### config.mk
export PLATFORM = sky130hd
export DESIGN_NAME = feeder_trip_reset_control
export DESIGN_NICKNAME = d
export VERILOG_FILES = /design/src/hdl/trip_reset_pkg.sv /design/src/hdl/sync2.sv /design/src/hdl/delay_timer.sv /design/src/hdl/feeder_trip_reset_control.sv
export VERILOG_INCLUDE_DIRS = /design/src /design/src/hdl
export SDC_FILE = /design/constraint.sdc
export NUM_CORES = 1
export LEC_CHECK = 0
export ABC_CLOCK_PERIOD_IN_PS = 6400
export BUFFER_PORTS_ARGS = -buffer_cell sky130_fd_sc_hd__buf_4
export CORE_ASPECT_RATIO = 0.9
export CORE_MARGIN = 3
export CORE_UTILIZATION = 40
export CTS_CLUSTER_SIZE = 12
export DETAILED_ROUTE_END_ITERATION = 7
export PLACE_DENSITY = 0.63
export SLEW_MARGIN = 10
export SYNTH_ARGS = -nofsm -noshare
export SYNTH_HDL_FRONTEND = slang
export SYNTH_SLANG_ARGS = --single-unit
### constraint.sdc
create_clock -name pclk -period 6.4 [get_ports pclk]
set_input_delay 1.28 -clock pclk [delete_from_list [all_inputs] [get_ports pclk]]
set_output_delay 1.28 -clock pclk [all_outputs]
set_load 0.05 [all_outputs]
### src/hdl/trip_reset_params.svh
// constants for the feeder trip and reset control block
`ifndef TRIP_RESET_PARAMS_SVH
`define TRIP_RESET_PARAMS_SVH

// ****************************************************************
// register byte offsets
// ****************************************************************
`define REG_SW_OFF 12'h000
`define REG_BANK_OFF 12'h004
`define REG_CMD_OFF 12'h008
`define REG_STATUS_OFF 12'h00c
`define REG_BF_DELAY_OFF 12'h010
`define REG_OUT_CFG_OFF 12'h014

// ****************************************************************
// field positions
// ****************************************************************
// function_switch_group_one bit 4 (index 3): breaker failure enable
`define FSG1_BF_EN_BIT 3
// function_switch_group_two bit 6 (index 5): backup high-set disable
`define FSG2_BACKUP_DIS_BIT 5
// function_switch_group_two bit routing trip direction to a relay
`define FSG2_DIR_ROUTE_BIT 7
// blocking switch bits 6/7/8 (index 5/6/7)
`define BSG_IND_BIT 5
`define BSG_UNLATCH_BIT 6
`define BSG_ERASE_BIT 7
// command register bits (bits 0 to 2 pulse on a written one; bit 3 is the bank value)
`define CMD_UNLATCH_BIT 0
`define CMD_UNLATCH_ERASE_BIT 1
`define CMD_BANK_SEL_BIT 2
`define CMD_BANK_VAL_BIT 3

// ****************************************************************
// reset values and timing
// ****************************************************************
`define SW_RESET 32'h0000_0000
`define BF_DELAY_RESET 16'h0001
// memory hold limit of directional stages, in ms
`define MEM_HOLD_MS 2500
`define CLK_MHZ 10
`define MEM_HOLD_CYC (`MEM_HOLD_MS * 1000 * `CLK_MHZ)
// flash half period of setting indicators, in ms
`define FLASH_HALF_MS 250
`define FLASH_HALF_CYC (`FLASH_HALF_MS * 1000 * `CLK_MHZ)

`endif

### src/hdl/trip_reset_pkg.sv
// types for the feeder trip and reset control block
package trip_reset_pkg;
  typedef enum logic [1:0] {bf_idle, bf_timing, bf_fired} bf_state_t;
  typedef enum logic [0:0] {bank_main, bank_second} bank_t;
endpackage

### src/hdl/sync2.sv
// two flip-flop synchroniser for a vector of pins
`timescale 1ns/1ps
`default_nettype none
module sync2 #(
  parameter int WIDTH = 1
) (
  // clock and reset
  input wire logic pclk,
  input wire logic presetn,
  // data
  input wire logic [WIDTH-1:0] din,
  output logic [WIDTH-1:0] dout
);
  typedef struct packed {
    logic [WIDTH-1:0] meta;
    logic [WIDTH-1:0] sync;
  } sync_state_t;
  sync_state_t st_ff;
  sync_state_t nxt_st;

  // meta stage is read only by the sync stage
  always_comb begin
    nxt_st.meta = din;
    nxt_st.sync = st_ff.meta;
  end

  always_ff @(posedge pclk or negedge presetn) begin
    if (!presetn) begin
      st_ff <= '0;
    end else begin
      st_ff <= nxt_st;
    end
  end

  assign dout = st_ff.sync;
endmodule
`default_nettype wire

### src/hdl/delay_timer.sv
// restartable down counter that reports expiry of a programmed delay
`timescale 1ns/1ps
`default_nettype none
module delay_timer #(
  parameter int WIDTH = 32
) (
  // clock and reset
  input wire logic pclk,
  input wire logic presetn,
  // control
  input wire logic run,
  input wire logic [WIDTH-1:0] load,
  output logic expired
);
  typedef struct packed {
    logic [WIDTH-1:0] cnt;
    logic active;
  } tmr_state_t;
  tmr_state_t st_ff;
  tmr_state_t nxt_st;

  // counting starts when run rises; dropping run cancels at once
  always_comb begin
    nxt_st = st_ff;
    if (!run) begin
      nxt_st.active = 1'b0;
      nxt_st.cnt = load;
    end else if (!st_ff.active) begin
      nxt_st.active = 1'b1;
    end else if (st_ff.cnt != '0) begin
      nxt_st.cnt = st_ff.cnt - {{(WIDTH-1){1'b0}}, 1'b1};
    end
  end

  always_ff @(posedge pclk or negedge presetn) begin
    if (!presetn) begin
      st_ff <= '0;
    end else begin
      st_ff <= nxt_st;
    end
  end

  assign expired = run && st_ff.active && (st_ff.cnt == '0);
endmodule
`default_nettype wire

### src/hdl/feeder_trip_reset_control.sv
// trip logic, reset matrix and setting bank selection of a feeder relay module
//
// Contract
// - backup high-set start blocks inverse-time low-set
// - above backup threshold, backup operate time applies
// - switch group two bit disables backup stage
// - long-time directional stages stop tripping once voltage memory runs out
// - direction output needs low-set, direction, both sectors
// - direction reaches relay only when routed
// - backup trip after delay if fault persists
// - breaker failure enabled by switch, delay from setting
// - latched trip output holds until unlatch
// - five unlatch sources: buttons, serial, external
// - program button, first serial command keep records
// - both buttons, second command, external erase records
// - reset button clears indicators only
// - blocking switch bits pick external reset level
// - two banks, exactly one active
// - serial command selects active bank
// - external inputs also select bank
// - menu value 0 main, 1 second
// - external selection locks out serial and panel
// - second bank active flashes setting indicators
// - both banks reachable from serial and panel
`timescale 1ns/1ps
`default_nettype none
`include "trip_reset_params.svh"
module feeder_trip_reset_control #(
  parameter int MEM_HOLD_CYCLES = `MEM_HOLD_CYC,
  parameter int FLASH_HALF_CYCLES = `FLASH_HALF_CYC,
  parameter int BF_SCALE = 1000
) (
  // apb clock and reset
  input wire logic pclk,
  input wire logic presetn,
  // apb slave
  input wire logic psel,
  input wire logic penable,
  input wire logic pwrite,
  input wire logic [11:0] paddr,
  input wire logic [31:0] pwdata,
  output logic [31:0] prdata,
  output logic pready,
  output logic pslverr,
  // stage starts and operates from the measuring logic
  input wire logic low_start,
  input wire logic low_operate,
  input wire logic low_inverse_mode,
  input wire logic low_dir_ok,
  input wire logic [1:0] phase_in_sector,
  input wire logic high_operate,
  input wire logic backup_start,
  input wire logic backup_operate,
  input wire logic voltage_lost,
  input wire logic dir_time_long,
  // panel buttons and external pins (asynchronous)
  input wire logic btn_reset,
  input wire logic btn_program,
  input wire logic display_dark,
  input wire logic ext_control_in_a,
  input wire logic ext_control_in_b,
  input wire logic ext_control_in_c,
  // outputs
  output logic main_trip_output,
  output logic backup_trip_output,
  output logic trip_dir_relay,
  output logic low_blocked,
  output logic backup_stage_enabled,
  output logic bank_second_active,
  output logic setting_leds_flash,
  output logic clear_indicators,
  output logic erase_records
);
  import trip_reset_pkg::*;

  // ****************************************************************
  // state
  // ****************************************************************
  typedef struct packed {
    logic [7:0] fsg1;
    logic [7:0] fsg2;
    logic [7:0] bsg;
    logic [15:0] bf_delay;
    logic latch_en;
    logic menu_bank;
    bank_t bank;
    bf_state_t bf;
    logic main_latch;
    logic backup_latch;
    logic [31:0] flash_cnt;
    logic flash;
    logic clr_ind;
    logic erase;
    logic [2:0] ext_prev;
    logic btn_prev;
    logic [31:0] prdata;
    logic [31:0] mem_cnt;
  } ctl_state_t;
  ctl_state_t st_ff;
  ctl_state_t nxt_st;

  logic [2:0] ext_sync;
  logic [1:0] btn_sync;
  logic bf_expired;
  logic [31:0] bf_load;
  logic wr_en;
  logic rd_en;
  logic low_eff;
  logic dir_trip_ok;
  logic trip_cause;
  logic ext_any;
  logic ext_rise;
  logic btn_both_rise;
  logic btn_prog_rise;
  logic unlatch;
  logic erase_req;
  logic ind_req;
  logic cmd_unl;
  logic cmd_unl_erase;
  logic cmd_bank;

  // ****************************************************************
  // pin synchronisers
  // ****************************************************************
  sync2 #(.WIDTH(3)) u_ext_sync (
    .pclk(pclk),
    .presetn(presetn),
    .din({ext_control_in_c, ext_control_in_b, ext_control_in_a}),
    .dout(ext_sync)
  );

  sync2 #(.WIDTH(2)) u_btn_sync (
    .pclk(pclk),
    .presetn(presetn),
    .din({btn_program, btn_reset}),
    .dout(btn_sync)
  );

  // ****************************************************************
  // apb decode
  // ****************************************************************
  // zero wait state slave; read data loads in the setup cycle so it stands through the access phase
  assign wr_en = psel && penable && pwrite;
  assign rd_en = psel && !penable && !pwrite;
  assign pready = 1'b1;
  assign pslverr = psel && penable && !addr_mapped(paddr);

  function automatic logic addr_mapped(input logic [11:0] a);
    addr_mapped = (a == `REG_SW_OFF) || (a == `REG_BANK_OFF) || (a == `REG_CMD_OFF) ||
      (a == `REG_STATUS_OFF) || (a == `REG_BF_DELAY_OFF) || (a == `REG_OUT_CFG_OFF);
  endfunction

  // serial command pulses from the command register
  assign cmd_unl = wr_en && (paddr == `REG_CMD_OFF) && pwdata[`CMD_UNLATCH_BIT];
  assign cmd_unl_erase = wr_en && (paddr == `REG_CMD_OFF) && pwdata[`CMD_UNLATCH_ERASE_BIT];
  assign cmd_bank = wr_en && (paddr == `REG_CMD_OFF) && pwdata[`CMD_BANK_SEL_BIT];

  // ****************************************************************
  // protection decisions
  // ****************************************************************
  // backup stage disabled by switch acts as infinite threshold
  assign backup_stage_enabled = !st_ff.fsg2[`FSG2_BACKUP_DIS_BIT];
  // inverse-time low-set blocked while backup stage has started
  assign low_blocked = backup_stage_enabled && backup_start && low_inverse_mode;
  // long-time directional stages lose their trip once memory hold has run out
  assign dir_trip_ok = !(dir_time_long && voltage_lost && (st_ff.mem_cnt >= MEM_HOLD_CYCLES));
  assign low_eff = low_operate && !low_blocked && dir_trip_ok;
  assign trip_cause = low_eff || (high_operate && dir_trip_ok) ||
    (backup_stage_enabled && backup_operate);
  // direction output needs operate, right direction and both phases in sector
  assign trip_dir_relay = st_ff.fsg2[`FSG2_DIR_ROUTE_BIT] && low_eff && low_dir_ok &&
    (&phase_in_sector);

  // ****************************************************************
  // reset matrix
  // ****************************************************************
  assign ext_any = |ext_sync;
  assign ext_rise = |(ext_sync & ~st_ff.ext_prev);
  assign btn_both_rise = (&btn_sync) && !st_ff.btn_prev;
  assign btn_prog_rise = btn_sync[1] && !btn_sync[0] && !st_ff.btn_prev && display_dark;
  // five unlatch routes
  assign unlatch = btn_prog_rise || btn_both_rise || cmd_unl || cmd_unl_erase ||
    (ext_rise && (st_ff.bsg[`BSG_UNLATCH_BIT] || st_ff.bsg[`BSG_ERASE_BIT]));
  // only the erasing routes clear the records
  assign erase_req = btn_both_rise || cmd_unl_erase || (ext_rise && st_ff.bsg[`BSG_ERASE_BIT]);
  assign ind_req = unlatch || (btn_sync[0] && !btn_sync[1]) ||
    (ext_rise && st_ff.bsg[`BSG_IND_BIT]);

  // breaker failure delay in cycles, scaled from the menu value
  assign bf_load = 32'(st_ff.bf_delay) * 32'(BF_SCALE);

  delay_timer #(.WIDTH(32)) u_bf_timer (
    .pclk(pclk),
    .presetn(presetn),
    .run((st_ff.bf == bf_timing) && trip_cause),
    .load(bf_load),
    .expired(bf_expired)
  );

  // ****************************************************************
  // next state
  // ****************************************************************
  always_comb begin
    nxt_st = st_ff;
    nxt_st.ext_prev = ext_sync;
    nxt_st.btn_prev = &btn_sync || (btn_sync[1] && !btn_sync[0]);
    nxt_st.clr_ind = ind_req;
    nxt_st.erase = erase_req;
    // memory hold timer runs while voltage is lost
    if (!voltage_lost) begin
      nxt_st.mem_cnt = '0;
    end else if (st_ff.mem_cnt < MEM_HOLD_CYCLES) begin
      nxt_st.mem_cnt = st_ff.mem_cnt + 32'h0000_0001;
    end
    // register writes
    if (wr_en) begin
      if (paddr == `REG_SW_OFF) begin
        nxt_st.fsg1 = pwdata[7:0];
        nxt_st.fsg2 = pwdata[15:8];
        nxt_st.bsg = pwdata[23:16];
      end else if (paddr == `REG_BANK_OFF) begin
        if (!ext_any) begin
          nxt_st.menu_bank = pwdata[0];
        end
      end else if (paddr == `REG_BF_DELAY_OFF) begin
        nxt_st.bf_delay = pwdata[15:0];
      end else if (paddr == `REG_OUT_CFG_OFF) begin
        nxt_st.latch_en = pwdata[0];
      end
    end
    // bank selection: external inputs win and lock out the others
    if (ext_any) begin
      nxt_st.bank = bank_second;
    end else if (cmd_bank) begin
      nxt_st.bank = pwdata[`CMD_BANK_VAL_BIT] ? bank_second : bank_main;
      nxt_st.menu_bank = pwdata[`CMD_BANK_VAL_BIT];
    end else begin
      nxt_st.bank = nxt_st.menu_bank ? bank_second : bank_main;
    end
    // main trip latch; a new cause wins over an unlatch
    if (trip_cause && st_ff.latch_en) begin
      nxt_st.main_latch = 1'b1;
    end else if (unlatch || !st_ff.latch_en) begin
      nxt_st.main_latch = 1'b0;
    end
    // breaker failure sequence
    case (st_ff.bf)
      bf_idle: begin
        if (trip_cause && st_ff.fsg1[`FSG1_BF_EN_BIT]) begin
          nxt_st.bf = bf_timing;
        end
      end
      bf_timing: begin
        if (!trip_cause || !st_ff.fsg1[`FSG1_BF_EN_BIT]) begin
          nxt_st.bf = bf_idle;
        end else if (bf_expired) begin
          nxt_st.bf = bf_fired;
          nxt_st.backup_latch = st_ff.latch_en;
        end
      end
      default: begin
        if (!trip_cause) begin
          nxt_st.bf = bf_idle;
        end
      end
    endcase
    // a firing in this cycle, or a standing fired cause, wins over an unlatch
    if (unlatch && !(nxt_st.bf == bf_fired && trip_cause)) begin
      nxt_st.backup_latch = 1'b0;
    end
    // flash timer for setting indicators
    if (st_ff.bank != bank_second) begin
      nxt_st.flash_cnt = '0;
      nxt_st.flash = 1'b0;
    end else if (st_ff.flash_cnt >= FLASH_HALF_CYCLES - 1) begin
      nxt_st.flash_cnt = '0;
      nxt_st.flash = !st_ff.flash;
    end else begin
      nxt_st.flash_cnt = st_ff.flash_cnt + 32'h0000_0001;
    end
    // registered read data
    if (rd_en) begin
      if (paddr == `REG_SW_OFF) begin
        nxt_st.prdata = {8'h00, st_ff.bsg, st_ff.fsg2, st_ff.fsg1};
      end else if (paddr == `REG_BANK_OFF) begin
        nxt_st.prdata = {30'h0, st_ff.bank == bank_second, st_ff.menu_bank};
      end else if (paddr == `REG_STATUS_OFF) begin
        nxt_st.prdata = {24'h0, low_start, ext_any, low_blocked, trip_dir_relay, st_ff.bf == bf_fired,
          backup_trip_output, main_trip_output, st_ff.bank == bank_second};
      end else if (paddr == `REG_BF_DELAY_OFF) begin
        nxt_st.prdata = {16'h0, st_ff.bf_delay};
      end else if (paddr == `REG_OUT_CFG_OFF) begin
        nxt_st.prdata = {31'h0, st_ff.latch_en};
      end else begin
        nxt_st.prdata = 32'h0000_0000;
      end
    end
  end

  // ****************************************************************
  // state register
  // ****************************************************************
  always_ff @(posedge pclk or negedge presetn) begin
    if (!presetn) begin
      st_ff <= '0;
      st_ff.bf_delay <= `BF_DELAY_RESET;
      st_ff.bank <= bank_main;
      st_ff.bf <= bf_idle;
    end else begin
      st_ff <= nxt_st;
    end
  end

  // ****************************************************************
  // outputs
  // ****************************************************************
  // unlatched mode follows the cause directly
  assign main_trip_output = st_ff.main_latch || trip_cause;
  assign backup_trip_output = st_ff.backup_latch || (st_ff.bf == bf_fired && trip_cause);
  assign bank_second_active = (st_ff.bank == bank_second);
  assign setting_leds_flash = st_ff.flash;
  assign clear_indicators = st_ff.clr_ind;
  assign erase_records = st_ff.erase;
  assign prdata = st_ff.prdata;
endmodule
`default_nettype wire

# Word level (Yosys, flattened, before mapping)

Index checks and enable logic that the tools add are counted.

$lt $le $gt $ge: 3
Mux-type cells: 34
Bitwise operators: 5
$mul: 1
Add/sub/neg operators: 3
Reduce and logical (&&, ||, !) cells: 87
Equality and inequality tests: 13

Operator list:

| cell                    | count |
|---|---|
| $mux W32                | 5 |
| $mux W33                | 2 |
| $add A32 B1 Y32 const B | 2 |
| $mux W16                | 3 |
| $logic_and A1 B1 Y1     | 36 |
| $ge A32 B22 Y1 const B  | 1 |
| $ge A32 B25 Y1 const B  | 1 |
| $logic_not A32 Y1       | 1 |
| $lt A32 B25 Y1 const B  | 1 |
| $reduce_bool A32 Y1     | 1 |
| $sub A32 B1 Y32 const B | 1 |
| $eq A12 B4 Y1 const B   | 2 |
| $eq A12 B5 Y1 const B   | 2 |
| $mux W24                | 1 |
| $mul A16 B7 Y23 const B | 1 |
| $logic_or A1 B1 Y1      | 21 |
| $mux W1                 | 18 |
| $logic_not A1 Y1        | 14 |
| $eq A12 B3 Y1 const B   | 1 |
| $logic_not A12 Y1       | 1 |
| $mux W2                 | 4 |
| $reduce_and A2 Y1       | 4 |
| $ne A2 B1 Y1 const B    | 3 |
| $reduce_bool A2 Y1      | 3 |
| other kinds (12)        | 17 |

Bits in registers: 193
Input port bits: 66
Logic and storage cells: 170
Output and inout port bits: 43

# Depth between registers and ports, before layout

Gate-level depths: netlist of run 1.

Depth after elaboration: 20
Depth in mapped cells: 14
Gate-level depth less buffers: 13

# Modules after synthesis

Synthesis of run 1 repeated with hierarchy kept, for this count alone.

Cell total of the unflattened synthesis: 1,179
Area, all modules: 11,566.1 sq um

By module, submodules not included:

| module                    | area an instance (sq um) | cells each | sequential area each (sq um) | instances |
|---|---|---|---|---|
| feeder_trip_reset_control | 9,237.6                  | 933        | 3,554.7                      | 1 |
| delay_timer               | 2,078.2                  | 236        | 825.8                        | 1 |
| sync2 (u_ext_sync)        | 150.1                    | 6          | 150.1                        | 1 |
| sync2 (u_btn_sync)        | 100.1                    | 4          | 100.1                        | 1 |

# Worst setup path before layout of run 1

Ideal clock, no wire load.

Path kind: reg-to-reg
From: reg st_ff[112] (netlist name)
To: reg u_bf_timer.st_ff[20] (netlist name)
Required time: 6,270 ps
Clock period less this slack: 4,376 ps
Library setup time: 130 ps
Stages on the path, launching flop included: 14
Buffers on the path: 0
Slack: 2,024 ps
Arrival: 4,246 ps
Cells stage by stage: dfrtp_1 > fa_1 > inv_1 > fa_1 > fa_1 > inv_1 > fa_1 > ha_1 > a21o_1 > nand2_1 > a31o_2 > a2111oi_0 > o21a_1 > o31ai_1

Word-level cells in the longest chain between the ends: 2

Ends and longest elaborated chain:

| item                   | line                             | text |
|---|---|---|
| from (decl)            | feeder_trip_reset_control.sv:99  | `ctl_state_t st_ff;` |
| from (signal assigned) | feeder_trip_reset_control.sv:310 | `st_ff <= nxt_st;` |
| $mul A16 B7 Y23        | feeder_trip_reset_control.sv:190 | `assign bf_load = 32'(st_ff.bf_delay) * 32'(BF_SCALE);` |
| $mux W33               | delay_timer.sv:25                | `if (!run) begin` |
| to (signal assigned)   | delay_timer.sv:39                | `st_ff <= nxt_st;` |
| to (decl)              | delay_timer.sv:19                | `tmr_state_t st_ff;` |

Every way passes these cells.
A chain may end at the register's enable or synchronous reset.

# Worst setup path after layout of run 1

From: reg st_ff[112] (netlist name)
To: reg u_bf_timer.st_ff[21] (netlist name)

Same word-level chain as after synthesis.

==> metrics, run 1 <==
status finished, final reports clean; worst skew pair latency 0.44 ns; drt initial violations 590; nets@finish 1,301; Num CTS Buffers 17; clock transition at the registers of the reported paths 0.07 ns; CP max FO 8; postcts setup bufs 0; Setup crit start kind register; Worst Path Class, Setup reg -> reg; Main synth FF type dfrtp_1; PnR Total Power 2420 µW; endpoints failing setup 0; Period minus WS final 4.91 ns; grt total ovfl 0; EDFF count, synth 0; CP peak stage delay 0.69 ns; detailed placement HPWL 17,600 µm; clock root cell clkbuf_16; sequential area share after synthesis 0.409; Die ar. 0.0303 mm²; Max IR drop VDD 0.183 mV; Max Clk Rate 204 MHz; routability congestion estimate from global placement 0.795; share of cells above drive strength 1 0.186; worst-case clock buffer depth 2; Die X 183 µm; vias in the first global route 7,872; endpoints failing hold 0; crit-path cells fa_1 > inv_1 > fa_1 > fa_1 > inv_1 > fa_1 > ha_1 > o21ai_0 > o21a_1 > o31ai_1 > a2111oi_0 > nor3b_1 > mux2i_1; Antenna diodes 0; I/O Pins 109; CP max-delay cell o31ai_1; pin slew with the least headroom to its limit 0.976 ns; Max Cap Viol 0; setup tns final 0 ns; core area 0.0274 mm²; Met2 Routed Length 10,500 µm; Leak 0.00571 µW; HP Class reg -> reg; commonest non-fill, non-tap cell in the layout dfrtp_1; DR WL met3 1210 µm; Top cell by count, worst path fa_1; Cells after DPL 1,459; first-pass GRT wire length 40,500 µm; Post-DRT Antenna Nets 0; WP data arrival 5.21 ns; hold_buf cts 0; Pins Over Slew Limit 0; Setup Skew 0.0130 ns; Power Density 189 mW/mm²; highest routed layer met4; GRT Total Usage 0.166; count of buffers from port buffering 91; antenna violations before repair 0; Post-Layout Cell Count 1,491; H-tree levels 4; DRC 0; Cells after Synth 1,051; most frequent cells in the layout 184 x dfrtp_1, 98 x buf_4, 87 x nor2_1, 81 x nand2_1, 57 x ha_1; Reg2Reg Capture Point u_bf_timer.st_ff[21]; hold path depth 0; register bit total from synthesis 185; die span in y 166 µm; RSZ-0062 raised after global routing no; drt total wl 24,100 µm; R2R Path Start st_ff[112]; crit path buf inv count 2; drt pass-1 iters 5; Data required, critical path 6.70 ns; yosys synthesis warning count 0; Vias 7,939; HP Start u_ext_sync.nxt_st[2]; crit end category register; starting density of the core 0.413; clock sink total 185; CP top delay family adder cells; site row count 57; largest net degree at the start of global routing 79; post-DR wirelength/cell 16.1 µm; via density per instance 5.32; mean post-synth cell area 10.8 µm²; relative slew slack 0.349; Hold Path Sink u_ext_sync.dout[2]; M1 wire length 12,100 µm; period utilisation layout 0.767; asr flop ratio synth 1.00; post-CTS sizing 0; post-synthesis cell type count 80; Post-Syn Area 0.0113 mm²; Reg2Reg Setup Slack 1.49 ns; CTS tree done; Synth-to-Final Area Change 13.0%; Worst R2R Path Depth 13
[how the worst max path moves through the flow]
stage / slack, ns / start / depth (start not counted) / endpoint
floorplan: 2.02 / st_ff[112] / 13 / u_bf_timer.st_ff[20]
global placement: 1.64 / st_ff[112] / 13 / u_bf_timer.st_ff[23]
detailed placement: 1.57 / st_ff[112] / 13 / u_bf_timer.st_ff[23]
CTS: 1.55 / st_ff[112] / 13 / u_bf_timer.st_ff[21]
global route: 1.26 / st_ff[112] / 13 / u_bf_timer.st_ff[23]
finish: 1.49 / st_ff[112] / 13 / u_bf_timer.st_ff[21]
[sequential cells by signal, indices dropped and copies added (netlist names)]
signal and flops:
st_ff 114, u_bf_timer.st_ff 33, prdata 24, u_ext_sync.dout 3, u_ext_sync.nxt_st 3, u_btn_sync.dout 2
u_btn_sync.nxt_st 2, bank_second_active 1, clear_indicators 1, erase_records 1, setting_leds_flash 1
[stage by stage]
stage / worst slack, ns / hold WS (ns) / util / instance area [µm²]
2_1_floorplan: 2.02 / 0.331 / - / 11400
3_3_place_gp: 1.64 / 0.332 / 0.445 / 12200
3_5_place_dp: 1.57 / 0.335 / 0.445 / 12200
4_1_cts: 1.55 / 0.352 / 0.467 / 12800
5_1_grt: 1.26 / 0.351 / 0.467 / 12800
6_report: 1.49 / 0.350 / 0.467 / 12800
[cell families after synthesis]
logic type      Yosys count  synth area share
simple gates            351             0.161
flops                   185             0.409
compound gates          159             0.102
fa+ha+maj               111             0.159
buf+inv                 106            0.0489
xor+xnor                 73            0.0565
mux                      64            0.0631
other cells               2          0.000664
[layer usage]
metal  up-vias  GRT usage
li1       3816          -
met1      3937      0.248
met2       172      0.245
met3        14     0.0414
met4         0     0.0315
met5         -          0
[cell usage after synthesis (all sizes together) (14+ instances only)]
master,instances,area (µm²)
o21ai,33,165
dfrtp,184,4600
xnor2,46,403
and2,14,90.1
inv,43,161
nor2,87,327
fa,54,1080
nor4,24,184
buf,43,317
ha,57,713
a21oi,30,150
nand3,34,183
clkbuf,19,71.3
nand2,81,304
nor3,28,145
mux2,48,541
xor2,27,236
mux2i,15,150
[power by group]
| part | switching [µW] | internal (µW) | leakage [µW] | total, µW |
|---|---|---|---|---|
| registers | 11.6 | 1190 | 0.00243 | 1200 |
| logic | 102 | 51.8 | 0.00300 | 153 |
| clock network | 500 | 564 | 0.000283 | 1060 |
[worst register-to-register path: stages (launching register included)]
cell       delay [ns]
dfrtp_1          0.52
fa_1             0.62
inv_1            0.06
fa_1             0.48
fa_1             0.51
inv_1            0.05
fa_1             0.45
ha_1             0.38
o21ai_0          0.14
o21a_1           0.23
o31ai_1          0.69
a2111oi_0        0.24
nor3b_1          0.30
mux2i_1          0.10
[area by class of cell]
| cell class | instances | area, µm² |
|---|---|---|
| Tap cell | 354 | 443 |
| Multi-Input combinational cell | 777 | 6200 |
| Clock buffer | 18 | 439 |
| Timing Repair Buffer | 99 | 749 |
| Fill cell | 2599 | 14600 |
| Clock inverter | 14 | 155 |
| Sequential cell | 185 | 4630 |
| Inverter | 44 | 165 |
Note: power is estimated with default switching activity, not from simulation.
==> run 2, diff against run 1 <==
ABC_CLOCK_PERIOD_IN_PS = 4900   (was 6400)
clock period = 4.9 ns   (was 6.4 ns; I/O delays follow)
==> metrics, run 2 (synthesized netlist as in run 1, its figures left out) <==
post-DR wirelength/cell 16.1 µm; HP Start u_ext_sync.nxt_st[0]; Die ar. 0.0303 mm²; Vias 8,024; CTS tree done; max reg flops 114; Max IR drop VDD 0.201 mV; I/O Pins 109; vias in the first global route 7,803; commonest non-fill, non-tap cell in the layout dfrtp_1; core area 0.0274 mm²; Max Clk Rate 220 MHz; largest net degree at the start of global routing 95; critical path launch point st_ff[114]; antenna violations before repair 0; Finished Core Util 0.470; Post-Layout Cell Count 1,500; Biggest register st_ff; period utilisation layout 0.927; Synth-to-Final Area Change 13.8%; count of buffers from port buffering 91; Data required, critical path 5.21 ns; CP peak stage delay 0.58 ns; Num CTS Buffers 17; Power Density 247 mW/mm²; crit end category register; via density per instance 5.35; setup tns final 0 ns; RSZ-0062 raised after global routing no; share of cells above drive strength 1 0.193; Worst Path Class, Setup reg -> reg; Top cell by count, worst path fa_1; endpoints failing setup 0; starting density of the core 0.413; drt total wl 24,200 µm; Setup Skew 0.0107 ns; drt initial violations 540; status finished, final reports clean; worst skew pair latency 0.44 ns; clock sink total 185; Antenna diodes 0; clock root cell clkbuf_16; CP max FO 8; clock transition at the registers of the reported paths 0.08 ns; H-tree levels 4; CP max-delay cell dfrtp_1; grt total ovfl 0; HP Class reg -> reg; PnR Total Power 3180 µW; relative slew slack 0.235; die span in y 166 µm; Setup crit start kind register; R2R Path Start st_ff[114]; pin slew with the least headroom to its limit 1.14 ns; Cells after DPL 1,468; endpoints failing hold 0; Pins Over Slew Limit 0; GRT Total Usage 0.165; nets@finish 1,310; WP data arrival 4.85 ns; site row count 57; detailed placement HPWL 17,700 µm; Period minus WS final 4.54 ns; first-pass GRT wire length 40,300 µm; DRC 0; Post-DRT Antenna Nets 0; worst-case clock buffer depth 2; routability congestion estimate from global placement 0.812; Die X 183 µm; most frequent cells in the layout 184 x dfrtp_1, 106 x buf_4, 87 x nor2_1, 81 x nand2_1, 57 x ha_1; drt pass-1 iters 5; crit path buf inv count 2; crit-path cells fa_1 > fa_1 > fa_1 > fa_1 > ha_1 > o21a_1 > o21ai_0 > buf_4 > a31o_2 > a2111oi_0 > buf_4 > o21a_1 > o31ai_1; Max Cap Viol 0; FILL cells 2,588; CP top delay family adder cells; Leak 0.00577 µW; postcts setup bufs 0
[run 2: changes by cell type in the layout (fill, tap and decap cells not counted), sizes merged]
cell,previous run,this run
inv,50,52
clkinvlp,3,1
clkbuf,19,18
buf,98,107
clkinv,4,5
[run 2: layout make-up]
class / instances / area, µm² / share of cell area
Tap cell: 354 / 443 / 0.0344
Inverter: 44 / 165 / 0.0128
Sequential cell: 185 / 4630 / 0.360
Timing Repair Buffer: 108 / 830 / 0.0644
Clock inverter: 15 / 174 / 0.0135
Clock buffer: 17 / 425 / 0.0330
Multi-Input combinational cell: 777 / 6210 / 0.482
[run 2: repair_timing]
item | in CTS | in global routing
resized for setup | 0 | 2
hold buffers | 0 | 0
setup endpoints to repair | 0 | 2
[run 2: path summary, 6_finish.rpt]
check	endpoint	depth (start not counted)	slack [ns]
worst max-delay path	u_bf_timer.st_ff[20]	13	0.36
worst min-delay path	u_ext_sync.dout[0]	0	0.35
worst max register to register	u_bf_timer.st_ff[20]	13	0.36
worst min register to register	u_ext_sync.dout[0]	0	0.35
max in group asynchronous	st_ff[125]	2	3.34
min in group asynchronous	st_ff[75]	1	0.61
[run 2: per-layer routing]
metal	GRT usage	up-vias	part of all wire
met5	0	-	0
met3	0.0300	25	0.046
met4	0.0457	0	0.013
met1	0.249	3996	0.51
met2	0.242	166	0.43
li1	-	3837	-
[run 2: stage by stage]
| step | hold slack (ns) | area (µm²) | worst slack, ns |
|---|---|---|---|
| floorplan | 0.331 | 11400 | 0.524 |
| global placement | 0.332 | 12300 | 0.206 |
| detailed placement | 0.336 | 12300 | 0.152 |
| CTS | 0.353 | 12900 | 0.140 |
| global route | 0.359 | 12900 | 0.00981 |
| finish | 0.349 | 12900 | 0.359 |
[run 2: report_power, final]
part | switching [µW] | internal [µW] | leakage [µW] | total (µW)
clock network | 679 | 732 | 0.000291 | 1410
logic | 133 | 69.0 | 0.00306 | 202
registers | 14.7 | 1550 | 0.00243 | 1560
